**src/pkg/cft_consts.vh**
```
/*
 * holds offsets, field positions, opcodes, reset values and track geometry
 * of the cache-flush / track-format command block.
 * assumes inclusion by bare name from the executor under hdl/ and from the bench models.
 */
`ifndef CFT_CONSTS_VH
`define CFT_CONSTS_VH

// ----------------------------------------------------------------
// command opcodes
// ----------------------------------------------------------------
`define CFT_OP_FLUSH        8'he7
`define CFT_OP_FLUSH_EXT    8'hea
`define CFT_OP_FMT_TRACK    8'h50

// ----------------------------------------------------------------
// register offsets (byte addresses, one word each)
// ----------------------------------------------------------------
`define CFT_A_ERROR         8'h00
`define CFT_A_SECNUM        8'h04
`define CFT_A_CYL_LO        8'h08
`define CFT_A_CYL_HI        8'h0c
`define CFT_A_DEVHEAD       8'h10
`define CFT_A_COMMAND       8'h14
`define CFT_A_STATUS        8'h18
`define CFT_A_IRQ_STAT      8'h1c
`define CFT_A_IRQ_MASK      8'h20
`define CFT_A_MAX_LBA       8'h24

// ----------------------------------------------------------------
// field positions
// ----------------------------------------------------------------
`define CFT_ERR_ABT         2
`define CFT_ERR_IDN         4
`define CFT_ST_ERR          0
`define CFT_ST_DSC          4
`define CFT_ST_DF           5
`define CFT_ST_RDY          6
`define CFT_ST_BSY          7
`define CFT_DH_LBA          6
`define CFT_IRQ_DONE        0
`define CFT_IRQ_FAIL        1

// ----------------------------------------------------------------
// reset values and geometry
// ----------------------------------------------------------------
`define CFT_ST_RESET        8'h50
`define CFT_MAX_LBA_RESET   28'hfffffff
`define CFT_SEC_PER_TRK     8'h3f
`define CFT_HEADS           4'hf

`endif

```
**src/hdl/cft_sector_ram.v**
```verilog
/*
 * small write-cache memory: one dirty bit and an lba per slot.
 * assumes single clock; read data come out of a register one cycle on.
 */
`timescale 1ns/1ps
module cft_sector_ram #(
    parameter AW = 4,
    parameter DW = 29
) (
    input  wire          ref_clk,
    input  wire          we,
    input  wire [AW-1:0] waddr,
    input  wire [DW-1:0] wdata,
    input  wire [AW-1:0] raddr,
    output reg  [DW-1:0] rdata
);
    reg [DW-1:0] mem [0:(1<<AW)-1];

    // registered read so the top sees a clean flop output
    always @(posedge ref_clk) begin
        if (we) begin
            mem[waddr] <= wdata;
        end
        rdata <= mem[raddr];
    end
endmodule

```
**src/hdl/cft_media_port.v**
```verilog
/*
 * media write sequencer: counts one sector per request and reports done.
 * assumes the media accepts a sector every SEC_CYC clocks, no read-back.
 */
`timescale 1ns/1ps
module cft_media_port #(
    parameter SEC_CYC = 8
) (
    input  wire        ref_clk,
    input  wire        rst_n,
    input  wire        start,
    input  wire [27:0] lba,
    input  wire        zero_fill,
    output reg         busy,
    output reg         done,
    output reg  [27:0] wr_lba,
    output reg         wr_zero
);
    reg [15:0] cnt;

    // fixed-latency write of one sector; no verify pass follows
    always @(posedge ref_clk or negedge rst_n) begin
        if (!rst_n) begin
            busy    <= 1'b0;
            done    <= 1'b0;
            cnt     <= 16'h0000;
            wr_lba  <= 28'h0000000;
            wr_zero <= 1'b0;
        end else begin
            done <= 1'b0;
            if (start && !busy) begin
                busy    <= 1'b1;
                cnt     <= SEC_CYC[15:0];
                wr_lba  <= lba;
                wr_zero <= zero_fill;
            end else if (busy) begin
                if (cnt == 16'h0001) begin
                    busy <= 1'b0;
                    done <= 1'b1;
                end
                cnt <= cnt - 16'h0001;
            end
        end
    end
endmodule

```
**src/hdl/cft_cmd_exec.v**
```verilog
/*
 * command executor for cache flush, extended flush and track format.
 * holds the task-file registers, a small write cache, and irq logic.
 * assumes a single 200 MHz clock and a same-clock register master.
 */
`timescale 1ns/1ps
`include "cft_consts.vh"
module cft_cmd_exec #(
    parameter CACHE_AW = 4,
    parameter SEC_CYC  = 8
) (
    input  wire        ref_clk,
    input  wire        rst_n,
    input  wire [7:0]  addr,
    input  wire [31:0] wdata,
    input  wire        wr,
    input  wire        rd,
    input  wire        cache_put,
    input  wire [27:0] cache_lba,
    output reg  [31:0] rdata,
    output reg         irq,
    output reg         cache_full,
    output reg         media_we,
    output reg  [27:0] media_lba,
    output reg         media_zero
);
    // ----------------------------------------------------------------
    // states
    // ----------------------------------------------------------------
    localparam S_IDLE  = 3'd0;
    localparam S_FREAD = 3'd1;
    localparam S_FWAIT = 3'd2;
    localparam S_FMT   = 3'd3;
    localparam S_MWAIT = 3'd4;
    localparam S_DONE  = 3'd5;

    // ----------------------------------------------------------------
    // registers and nets
    // ----------------------------------------------------------------
    reg  [2:0]          state;
    reg  [7:0]          err_reg;
    reg  [7:0]          st_reg;
    reg  [7:0]          secnum;
    reg  [7:0]          cyl_lo;
    reg  [7:0]          cyl_hi;
    reg  [7:0]          devhead;
    reg  [1:0]          irq_stat;
    reg  [1:0]          irq_mask;
    reg  [27:0]         max_lba;
    reg  [27:0]         cur_lba;
    reg  [7:0]          sec_left;
    reg  [CACHE_AW-1:0] slot;
    reg  [CACHE_AW:0]   fill;
    reg  [CACHE_AW:0]   scan;
    reg                 m_start;
    reg  [1:0]          ev;
    wire [28:0]         ram_q;
    wire                m_busy;
    wire                m_done;
    wire [27:0]         m_lba;
    wire                m_zero;
    wire [27:0]         trk_lba;
    wire                cmd_wr;

    // first lba of the track holding a given address; the whole address is
    // reduced, since tracks do not line up with any byte boundary
    function [27:0] track_base;
        input [27:0] a;
        begin
            track_base = a - (a % {20'h00000, `CFT_SEC_PER_TRK});
        end
    endfunction

    // chs to lba, heads and sectors fixed by geometry
    function [27:0] chs_lba;
        input [15:0] c;
        input [3:0]  h;
        begin
            chs_lba = ({12'h000, c} * {24'h000000, `CFT_HEADS} + {24'h000000, h})
                      * {20'h00000, `CFT_SEC_PER_TRK};
        end
    endfunction

    // lba and chs track select
    assign trk_lba = devhead[`CFT_DH_LBA] ?
                     {devhead[3:0], cyl_hi, cyl_lo, secnum} :
                     chs_lba({cyl_hi, cyl_lo}, devhead[3:0]);
    assign cmd_wr = wr && (addr == `CFT_A_COMMAND) && !st_reg[`CFT_ST_BSY];

    // ----------------------------------------------------------------
    // submodules
    // ----------------------------------------------------------------
    cft_sector_ram #(.AW(CACHE_AW), .DW(29)) u_ram (
        .ref_clk (ref_clk),
        .we      (cache_put && !fill[CACHE_AW] && state == S_IDLE),
        .waddr   (fill[CACHE_AW-1:0]),
        .wdata   ({1'b1, cache_lba}),
        .raddr   (slot),
        .rdata   (ram_q)
    );

    cft_media_port #(.SEC_CYC(SEC_CYC)) u_media (
        .ref_clk   (ref_clk),
        .rst_n     (rst_n),
        .start     (m_start),
        .lba       (cur_lba),
        .zero_fill (state == S_MWAIT && sec_left != 8'h00),
        .busy      (m_busy),
        .done      (m_done),
        .wr_lba    (m_lba),
        .wr_zero   (m_zero)
    );

    // ----------------------------------------------------------------
    // command sequencer
    // ----------------------------------------------------------------
    always @(posedge ref_clk or negedge rst_n) begin
        if (!rst_n) begin
            state    <= S_IDLE;
            err_reg  <= 8'h00;
            st_reg   <= `CFT_ST_RESET;
            secnum   <= 8'h00;
            cyl_lo   <= 8'h00;
            cyl_hi   <= 8'h00;
            devhead  <= 8'h00;
            max_lba  <= `CFT_MAX_LBA_RESET;
            cur_lba  <= 28'h0000000;
            sec_left <= 8'h00;
            slot     <= {CACHE_AW{1'b0}};
            fill     <= {(CACHE_AW+1){1'b0}};
            scan     <= {(CACHE_AW+1){1'b0}};
            m_start  <= 1'b0;
            ev       <= 2'b00;
        end else begin
            m_start <= 1'b0;
            ev      <= 2'b00;
            // cache intake only while idle, so a flush sees a fixed set
            if (cache_put && !fill[CACHE_AW] && state == S_IDLE) begin
                fill <= fill + 1'b1;
            end
            // address registers writable only while not busy
            if (wr && !st_reg[`CFT_ST_BSY]) begin
                if (addr == `CFT_A_SECNUM) begin
                    secnum <= wdata[7:0];
                end else if (addr == `CFT_A_CYL_LO) begin
                    cyl_lo <= wdata[7:0];
                end else if (addr == `CFT_A_CYL_HI) begin
                    cyl_hi <= wdata[7:0];
                end else if (addr == `CFT_A_DEVHEAD) begin
                    devhead <= wdata[7:0];
                end else if (addr == `CFT_A_MAX_LBA) begin
                    max_lba <= wdata[27:0];
                end
            end
            case (state)
                S_IDLE: begin
                    if (cmd_wr) begin
                        err_reg <= 8'h00;
                        if (wdata[7:0] == `CFT_OP_FLUSH || wdata[7:0] == `CFT_OP_FLUSH_EXT) begin
                            st_reg <= 8'h80;
                            slot   <= {CACHE_AW{1'b0}};
                            scan   <= {(CACHE_AW+1){1'b0}};
                            state  <= S_FREAD;
                        end else if (wdata[7:0] == `CFT_OP_FMT_TRACK) begin
                            if (trk_lba > max_lba) begin
                                err_reg[`CFT_ERR_ABT] <= 1'b1;
                                st_reg <= 8'h51;
                                ev     <= 2'b11;
                            end else begin
                                st_reg   <= 8'h80;
                                cur_lba  <= track_base(trk_lba);
                                sec_left <= `CFT_SEC_PER_TRK;
                                state    <= S_FMT;
                            end
                        end else begin
                            err_reg[`CFT_ERR_ABT] <= 1'b1;
                            st_reg <= 8'h51;
                            ev     <= 2'b11;
                        end
                    end
                end
                S_FREAD: begin
                    // wait a cycle for the registered cache read
                    if (scan == fill) begin
                        fill  <= {(CACHE_AW+1){1'b0}};
                        state <= S_DONE;
                    end else begin
                        state <= S_FWAIT;
                    end
                end
                S_FWAIT: begin
                    if (!m_busy && !m_start) begin
                        cur_lba <= ram_q[27:0];
                        m_start <= 1'b1;
                        state   <= S_MWAIT;
                    end
                end
                S_FMT: begin
                    if (sec_left == 8'h00) begin
                        cur_lba <= cur_lba - 28'h0000001;
                        state   <= S_DONE;
                    end else begin
                        m_start <= 1'b1;
                        state   <= S_MWAIT;
                    end
                end
                S_MWAIT: begin
                    if (m_done) begin
                        if (sec_left != 8'h00) begin
                            sec_left <= sec_left - 8'h01;
                            cur_lba  <= cur_lba + 28'h0000001;
                            state    <= S_FMT;
                        end else begin
                            slot  <= slot + 1'b1;
                            scan  <= scan + 1'b1;
                            state <= S_FREAD;
                        end
                    end
                end
                S_DONE: begin
                    if (devhead[`CFT_DH_LBA]) begin
                        secnum  <= cur_lba[7:0];
                        cyl_lo  <= cur_lba[15:8];
                        cyl_hi  <= cur_lba[23:16];
                        devhead <= {devhead[7:4], cur_lba[27:24]};
                    end
                    st_reg <= `CFT_ST_RESET;
                    ev     <= 2'b01;
                    state  <= S_IDLE;
                end
                default: begin
                    state <= S_IDLE;
                end
            endcase
        end
    end

    // ----------------------------------------------------------------
    // interrupt status, mask and output
    // ----------------------------------------------------------------
    // set wins over write-one-to-clear in the same cycle
    always @(posedge ref_clk or negedge rst_n) begin
        if (!rst_n) begin
            irq_stat <= 2'b00;
            irq_mask <= 2'b00;
            irq      <= 1'b0;
        end else begin
            if (wr && addr == `CFT_A_IRQ_MASK) begin
                irq_mask <= wdata[1:0];
            end
            if (wr && addr == `CFT_A_IRQ_STAT) begin
                irq_stat <= (irq_stat & ~wdata[1:0]) | ev;
            end else begin
                irq_stat <= irq_stat | ev;
            end
            irq <= |((irq_stat | ev) & irq_mask);
        end
    end

    // ----------------------------------------------------------------
    // read port and flopped outputs
    // ----------------------------------------------------------------
    always @(posedge ref_clk or negedge rst_n) begin
        if (!rst_n) begin
            rdata      <= 32'h00000000;
            cache_full <= 1'b0;
            media_we   <= 1'b0;
            media_lba  <= 28'h0000000;
            media_zero <= 1'b0;
        end else begin
            cache_full <= fill[CACHE_AW];
            media_we   <= m_done;
            media_lba  <= m_lba;
            media_zero <= m_zero;
            rdata      <= 32'h00000000;
            if (rd) begin
                if (addr == `CFT_A_ERROR) begin
                    rdata <= {24'h000000, err_reg};
                end else if (addr == `CFT_A_SECNUM) begin
                    rdata <= {24'h000000, secnum};
                end else if (addr == `CFT_A_CYL_LO) begin
                    rdata <= {24'h000000, cyl_lo};
                end else if (addr == `CFT_A_CYL_HI) begin
                    rdata <= {24'h000000, cyl_hi};
                end else if (addr == `CFT_A_DEVHEAD) begin
                    rdata <= {24'h000000, devhead};
                end else if (addr == `CFT_A_STATUS) begin
                    rdata <= {24'h000000, st_reg};
                end else if (addr == `CFT_A_IRQ_STAT) begin
                    rdata <= {30'h00000000, irq_stat};
                end else if (addr == `CFT_A_IRQ_MASK) begin
                    rdata <= {30'h00000000, irq_mask};
                end else if (addr == `CFT_A_MAX_LBA) begin
                    rdata <= {4'h0, max_lba};
                end
            end
        end
    end
endmodule

```
**config.mk**
```make
export PLATFORM = sky130hd
export DESIGN_NAME = cft_cmd_exec
export DESIGN_NICKNAME = d
export VERILOG_FILES = /design/src/hdl/cft_sector_ram.v /design/src/hdl/cft_media_port.v /design/src/hdl/cft_cmd_exec.v
export VERILOG_INCLUDE_DIRS = /design/src /design/src/pkg
export SDC_FILE = /design/constraint.sdc
export NUM_CORES = 1
export LEC_CHECK = 0
export CORE_ASPECT_RATIO = 0.75
export CORE_MARGIN = 3
export CORE_UTILIZATION = 35
export CTS_CLUSTER_DIAMETER = 30
export DETAILED_ROUTE_END_ITERATION = 16
export DONT_BUFFER_PORTS = 1
export GPL_TIMING_DRIVEN = 0
export SYNTH_ARGS = -nofsm -noshare
export SYNTH_HDL_FRONTEND = slang
export SYNTH_SLANG_ARGS = --single-unit
```
**constraint.sdc**
```tcl
create_clock -name ref_clk -period 30 [get_ports ref_clk]
set_input_delay 4.5 -clock ref_clk [delete_from_list [all_inputs] [get_ports ref_clk]]
set_output_delay 4.5 -clock ref_clk [all_outputs]
set_load 0.01 [all_outputs]
```
== Yosys cells after proc, flatten, opt, wreduce, memory -nomap -nowiden ==
Memory sizes are Yosys's and may differ from the RTL's. A register that Yosys moved wholly into a read port is not among the register bits.
Index checks and enable logic that the tools add are counted.

* Logic and storage cells: 214
* Flip-flop bits (word level): 240
* Memory bits (writable): 448
* Memories: 1
* Latch bits: 0
* Input port bits: 73
* Output and inout port bits: 64
* ROM bits: 0

* Reductions and logical operators: 31
* Div/mod/pow operators: 1
* Order comparisons: 1
* Equality and inequality tests: 32
* Bitwise operators: 9
* Muxes and demuxes: 99
* Multipliers: 2
* Add/sub/neg operators: 9
* Shift operators: 0

{| class="wikitable"
|+ Memory list
! memory !! depth !! width !! read ports !! clocked after Yosys merged registers in !! write ports !! RTL line !! RTL
|-
| u_ram.mem || 16 || 28 || 1 || 1 || 1 || cft_sector_ram.v:17 || <nowiki>reg [DW-1:0] mem [0:(1<<AW)-1];</nowiki>
|}

{| class="wikitable"
|+ Operator list
! operator !! count
|-
| $mux W28 || 17
|-
| $mux W8 || 32
|-
| $pmux W28 S4 || 1
|-
| $mux W32 || 2
|-
| $mux W5 || 7
|-
| $eq A8 B5 Y1 const B || 4
|-
| $mux W16 || 2
|-
| $pmux W8 S2 || 2
|-
| $add A28 B1 Y28 const B || 1
|-
| $gt A28 B28 Y1 || 1
|-
| $mod A28 B6 Y28 const B || 1
|-
| $sub A28 B1 Y28 const B || 1
|-
| $sub A28 B28 Y28 || 1
|-
| $mul A21 B6 Y27 const B || 1
|-
| $add A20 B4 Y21 || 1
|-
| $mux W3 || 7
|-
| $mul A16 B4 Y20 const B || 1
|-
| $eq A16 B1 Y1 const B || 1
|-
| $eq A8 B4 Y1 const B || 2
|-
| $eq A8 B6 Y1 const B || 2
|-
| $eq A8 B8 Y1 const B || 2
|-
| $logic_not A8 Y1 || 2
|-
| $mux W4 || 4
|-
| $sub A16 B1 Y16 const B || 1
|-
| other kinds (37) || 88
|}

== Logic depth before layout (Yosys ltp) ==
* Depth after elaboration: 11
* Depth in mapped cells: 128
* Depth with buffers taken out: 117

== By module ==
A second synthesis with hierarchy kept.

* Cells, all modules: 3515
* Area total of the unflattened synthesis: 41558.6 um2

{| class="wikitable"
|+ Modules (own cells, without submodules)
! module !! cells each !! instances !! area each (um2) !! sequential area each (um2)
|-
| cft_cmd_exec || 2536 || 1 || 21466.8 || 4640.7
|-
| cft_sector_ram || 761 || 1 || 18032.3 || 14513.9
|-
| cft_media_port || 218 || 1 || 2059.5 || 1176.1
|}

== Worst setup path after synthesis ==
OpenSTA, ideal clock, no wires.

* Kind: reg-to-reg
* Start: register cyl_lo[0]
* End: register cur_lba[26]
* Library setup time: 0.136 ns
* Buffers on the path: 6
* Data arrival time: 25.535 ns
* Cell stages (with the launch flop): 121
* Clock period less this slack: 25.671 ns
* Slack: 4.329 ns
* Cells stage by stage: dfrtp_1 > fa_1 > fa_1 > inv_1 > fa_1 > inv_1 > ha_1 > a21o_1 > a21oi_1 > o21bai_1 > a21oi_1 > o21bai_1 > a21oi_1 > o21bai_1 > a21oi_1 > o21bai_1 > a21oi_1 > o21bai_1 > (+85 left out) > o21bai_1 > a21oi_1 > o21bai_1 > a21oi_1 > o21bai_1 > a21oi_1 > o21bai_1 > a21oi_1 > o21bai_1 > a21oi_1 > o21bai_1 > a21oi_1 > o21bai_1 > a21oi_1 > xor2_1 > o22ai_1 > a21oi_1 > o21ai_0

* Word-level cells in the longest chain between the ends: 11
* Elaborated cells between the ends (all ways): 14
* Those cells by class: add/sub: 2; mul: 2; div: 1; order compare: 1; eq/ne: 1; mux: 6; reduce/logical: 1

{| class="wikitable"
|+ RTL lines
! element !! RTL line !! RTL
|-
| start: declaration || cft_cmd_exec.v:44 || <nowiki>reg [7:0] cyl_lo;</nowiki>
|-
| start signal: assignment || cft_cmd_exec.v:146 || <nowiki>cyl_lo <= wdata[7:0];</nowiki>
|-
| start signal: assignment || cft_cmd_exec.v:223 || <nowiki>cyl_lo <= cur_lba[15:8];</nowiki>
|-
| $mul A16 B4 Y20 || cft_cmd_exec.v:79 || <nowiki>chs_lba = ({12'h000, c} * {24'h000000, `CFT_HEADS} + {24'h000000, h})</nowiki>
|-
| $add A20 B4 Y21 || cft_cmd_exec.v:79 ||
|-
| $mul A21 B6 Y27 || cft_cmd_exec.v:79 ||
|-
| $mux W28 * || cft_cmd_exec.v:85 || <nowiki>assign trk_lba = devhead[`CFT_DH_LBA] ?</nowiki>
|-
| $mod A28 B6 Y28 || cft_cmd_exec.v:70 || <nowiki>track_base = a - (a % {20'h00000, `CFT_SEC_PER_TRK});</nowiki>
|-
| $sub A28 B28 Y28 || cft_cmd_exec.v:70 ||
|-
| $mux W28 || cft_cmd_exec.v:165 || <nowiki>if (trk_lba > max_lba) begin</nowiki>
|-
| $mux W28 || cft_cmd_exec.v:164 || <nowiki>end else if (wdata[7:0] == `CFT_OP_FMT_TRACK) begin</nowiki>
|-
| $mux W28 || cft_cmd_exec.v:159 || <nowiki>if (wdata[7:0] == `CFT_OP_FLUSH || wdata[7:0] == `CFT_OP_FLUSH_EXT) begin</nowiki>
|-
| $mux W28 || cft_cmd_exec.v:157 || <nowiki>if (cmd_wr) begin</nowiki>
|-
| $pmux W28 S4 || cft_cmd_exec.v:155 || <nowiki>case (state)</nowiki>
|-
| end signal: assignment || cft_cmd_exec.v:171 || <nowiki>cur_lba <= track_base(trk_lba);</nowiki>
|-
| end signal: assignment || cft_cmd_exec.v:193 || <nowiki>cur_lba <= ram_q[27:0];</nowiki>
|-
| end signal: assignment || cft_cmd_exec.v:200 || <nowiki>cur_lba <= cur_lba - 28'h0000001;</nowiki>
|-
| end: declaration || cft_cmd_exec.v:50 || <nowiki>reg [27:0] cur_lba;</nowiki>
|}

Every way passes the cells marked *; elsewhere a longest branch is shown, timed or not. The select of a mux whose other input is x is not followed.
A chain may end at the register's enable or synchronous reset.

== Worst setup path after layout ==
Ends and elaborated chain as after synthesis.

==> flow_summary_export.csv <==
group,metric,value,unit
detailed_routing,dr_total_vias,30078,
sta,worst_pin_slew,1.232,ns
yosys,yosysTopAreaCell,"edfxtp_1",
cells_and_area,mostFrequentLayoutCell,"edfxtp_1",
setup_path,arrival,28.92,ns
sta,max_freq,35.25,MHz
yosys,synthesis.area,41050,um2
flow_run,drv_cap,0,
run_status,status,"completed",
yosys,ys_types,141,
setup_path,startpoint_type,"flip-flop",
cts,clk_latency,0.74,ns
detailed_routing,via_per_inst,5.527,
yosys,yosys_warnings,0,
cts,cts-buffers-inserted,138,
detailed_routing,drc,0,
grt,gr-total-overflow,0,
setup_path,cpMaxStageDelayCell,"or4_4",
floorplanning,die_w,401.5,um
floorplanning,die-area,121500,um2
sta,hold_violations,0,
cells_and_area,regArea,19830,um2
setup_path,crit_path_end_kind,"flip-flop",
cells_and_area,multi_input_area,20480,um2
sta,fin_skew,0.05228,ns
grt,grt_first_pass_wirelength,180200,um
setup_path,crit_required,30.54,ns
sta,period_minus_slack,28.37,ns
detailed_routing,antenna_left,0,
detailed_routing,wl_per_cell,22.04,um
cells_and_area,instances_no_fill,5442,
cells_and_area,most-common-layout-cells,"448 x edfxtp_1, 248 x inv_1, 225 x a21oi_1",
yosys,synth-main-ff-cell,"edfxtp_1",
floorplanning,dieHeight,302.6,um
yosys,synthCells,3565,
setup_path,rr_worst_depth,119,
cts,path_clk_slew,0.05,ns
sta,relSlewSlack,17.89,%
setup_path,crit_start,"cyl_lo[0]",
setup_path,crit_fanout,10,
setup_path,r2r-end,"cur_lba[26]",
detailed_routing,dr.pass1.iters,6,
setup_path,r2r-start,"cyl_lo[0]",
detailed_routing,routed_wirelength,119900,um
floorplanning,core_area,116100,um2
grt,first_global_vias,29110,
place,dp.cells,5149,
floorplanning,pin_count,137,
cts,cts_sinks,707,
cts,clockBufferDepth,3,
cts,cts_root_buf,"clkbuf_16",
cells_and_area,regMostFlops,"u_ram.mem",
place,dpl.hpwl,88890,um
grt,antenna_found_initial,3,
sta,setup_viol,0,
setup_path,max_stage_delay,0.61,ns
cells_and_area,fillers,10608,
detailed_routing,dr.first_iter.drc_count,2923,
cells_and_area,nNetsFinal,4118,
cells_and_area,syn_to_final_growth,20.42,%
place,globalplace.congestion,0.9505,
cts,cts.htree.levels,4,
yosys,synth_edf_count,448,
cells_and_area,drive_above_1_share,18.29,%
cts,cts_tree,"done",
yosys,ys_seq_area_share,48.31,%
min_path,min_path_type,"flip-flop to flip-flop",
min_path,min_from,"u_media.wr_lba[17]",
place,port_buffers,0,
yosys,postSynth.asyncResetShare,32.67,%
floorplanning,initial_core_util,35.37,%
sta,post-route-period-util,94.57,%
yosys,synth.area.top_cells,"edfxtp_1 33%, dfrtp_1 12%, ha_1 5.4%, fa_1 4.1%, mux2i_1 3.2%",
floorplanning,rows,108,
sta,drv_slew,0,
yosys,syn_area_per_cell,11.51,um2
cells_and_area,largest_register_ffs,448,
grt,grt_max_degree,232,
yosys,ys_ff_latch,707,
min_path,hold_depth,0,
setup_path,critical_path_class,"flip-flop to flip-flop",
min_path,min_to,"media_lba[17]",
cells_and_area,fin_util,42.59,%
grt,grt_usage,19.28,%
yosys,netlist.area_leader.share,32.77,%
setup_path,reg2reg_setup_slack,1.63,ns
## per-stage QoR
stage	setup slack (ns)	area, um2	setup TNS (ns)	hold WS (ns)
after detailed placement	-0.01354	43600	-0.01354	0.3593
after global placement	0.1241	42990	0	0.3532
after global routing	-0.05277	49420	-0.05277	0.3795
after CTS	0.06450	48490	0	0.3732
final	1.628	49430	0	0.3697
after floorplan	4.329	41060	0	0.3486
## cells by family (layout without fill, tap and decap cells)
family	Yosys count	count (layout)	synth area share [%]
AND/OR/NAND/NOR	829	829	10.13
other	1	8	0.009135
XOR/XNOR	139	139	3.036
buffers and inverters	390	720	3.709
AO/OA/AOI/OAI	950	950	16.25
adder cells (fa/ha/maj)	267	267	9.668
multiplexers	282	282	8.897
flip-flops	707	707	48.31
## cell usage after synthesis (all sizes together), types with 28 or more instances
| cell | instances |
|---|---|
| mux4 | 56 |
| fa | 85 |
| dfrtp | 202 |
| a211oi | 28 |
| o21bai | 65 |
| clkbuf | 97 |
| o22ai | 31 |
| mux2i | 132 |
| a21oi | 244 |
| a22oi | 36 |
| nor3 | 73 |
| a21o | 47 |
| xor2 | 47 |
| o21ai | 176 |
| nand2 | 213 |
| o211ai | 28 |
| mux2 | 94 |
| nand3 | 81 |
| inv | 250 |
| nand4 | 36 |
| nand2b | 30 |
| ha | 178 |
| edfxtp | 448 |
| nor4 | 31 |
| buf | 36 |
| xnor2 | 91 |
| dfstp | 29 |
| dfxtp | 28 |
| a31oi | 29 |
| nor2 | 214 |
| a221oi | 60 |
## area by class of cell
class / instances / share of cell area, %
clock buffers: 170 / 7.565
well taps: 1540 / 3.898
plain buffers: 131 / 1.136
multi-input cells: 2471 / 41.42
clock inverters: 86 / 2.288
repair buffers: 76 / 1.592
diodes: 4 / 0.02025
inverters: 257 / 1.959
flip-flops and latches: 707 / 40.12
## what timing repair did
action,CTS,global route
hold buffers,0,0
resized for setup,4,127
hold endpoints to repair,0,0
buffers inserted,0,35
setup endpoints to repair,1,17
pin swaps,0,24
## per-layer routing
metal	vias up	track usage, %	part of all wire, %
met3	159	3.861	7.2
met2	1051	27.57	42
met5	-	0	0
met1	14960	29.22	49
met4	0	5.821	2.3
li1	13908	-	-
## critical path, delay by kind of cell (launching register included)
family | cells | cell delay [ns]
AO/OA/AOI/OAI | 69 | 14.01
multiplexers | 3 | 1.02
AND/OR/NAND/NOR | 20 | 5.27
flip-flops | 1 | 0.49
XOR/XNOR | 4 | 0.94
buffers and inverters | 13 | 2.02
adder cells (fa/ha/maj) | 10 | 4.40
## worst max-delay path by stage
| stage | endpoint | depth (start not counted) | slack [ns] |
|---|---|---|---|
| finish | cur_lba[26] | 119 | 1.63 |
| global route | cur_lba[26] | 119 | -0.05 |
| CTS | cur_lba[26] | 120 | 0.06 |
| detailed placement | cur_lba[26] | 119 | -0.01 |
| global placement | cur_lba[26] | 119 | 0.12 |
| floorplan | cur_lba[26] | 120 | 4.33 |
Power is not shown: default switching activity piles up to over one toggle a cycle in this logic, so the estimate is an artifact.
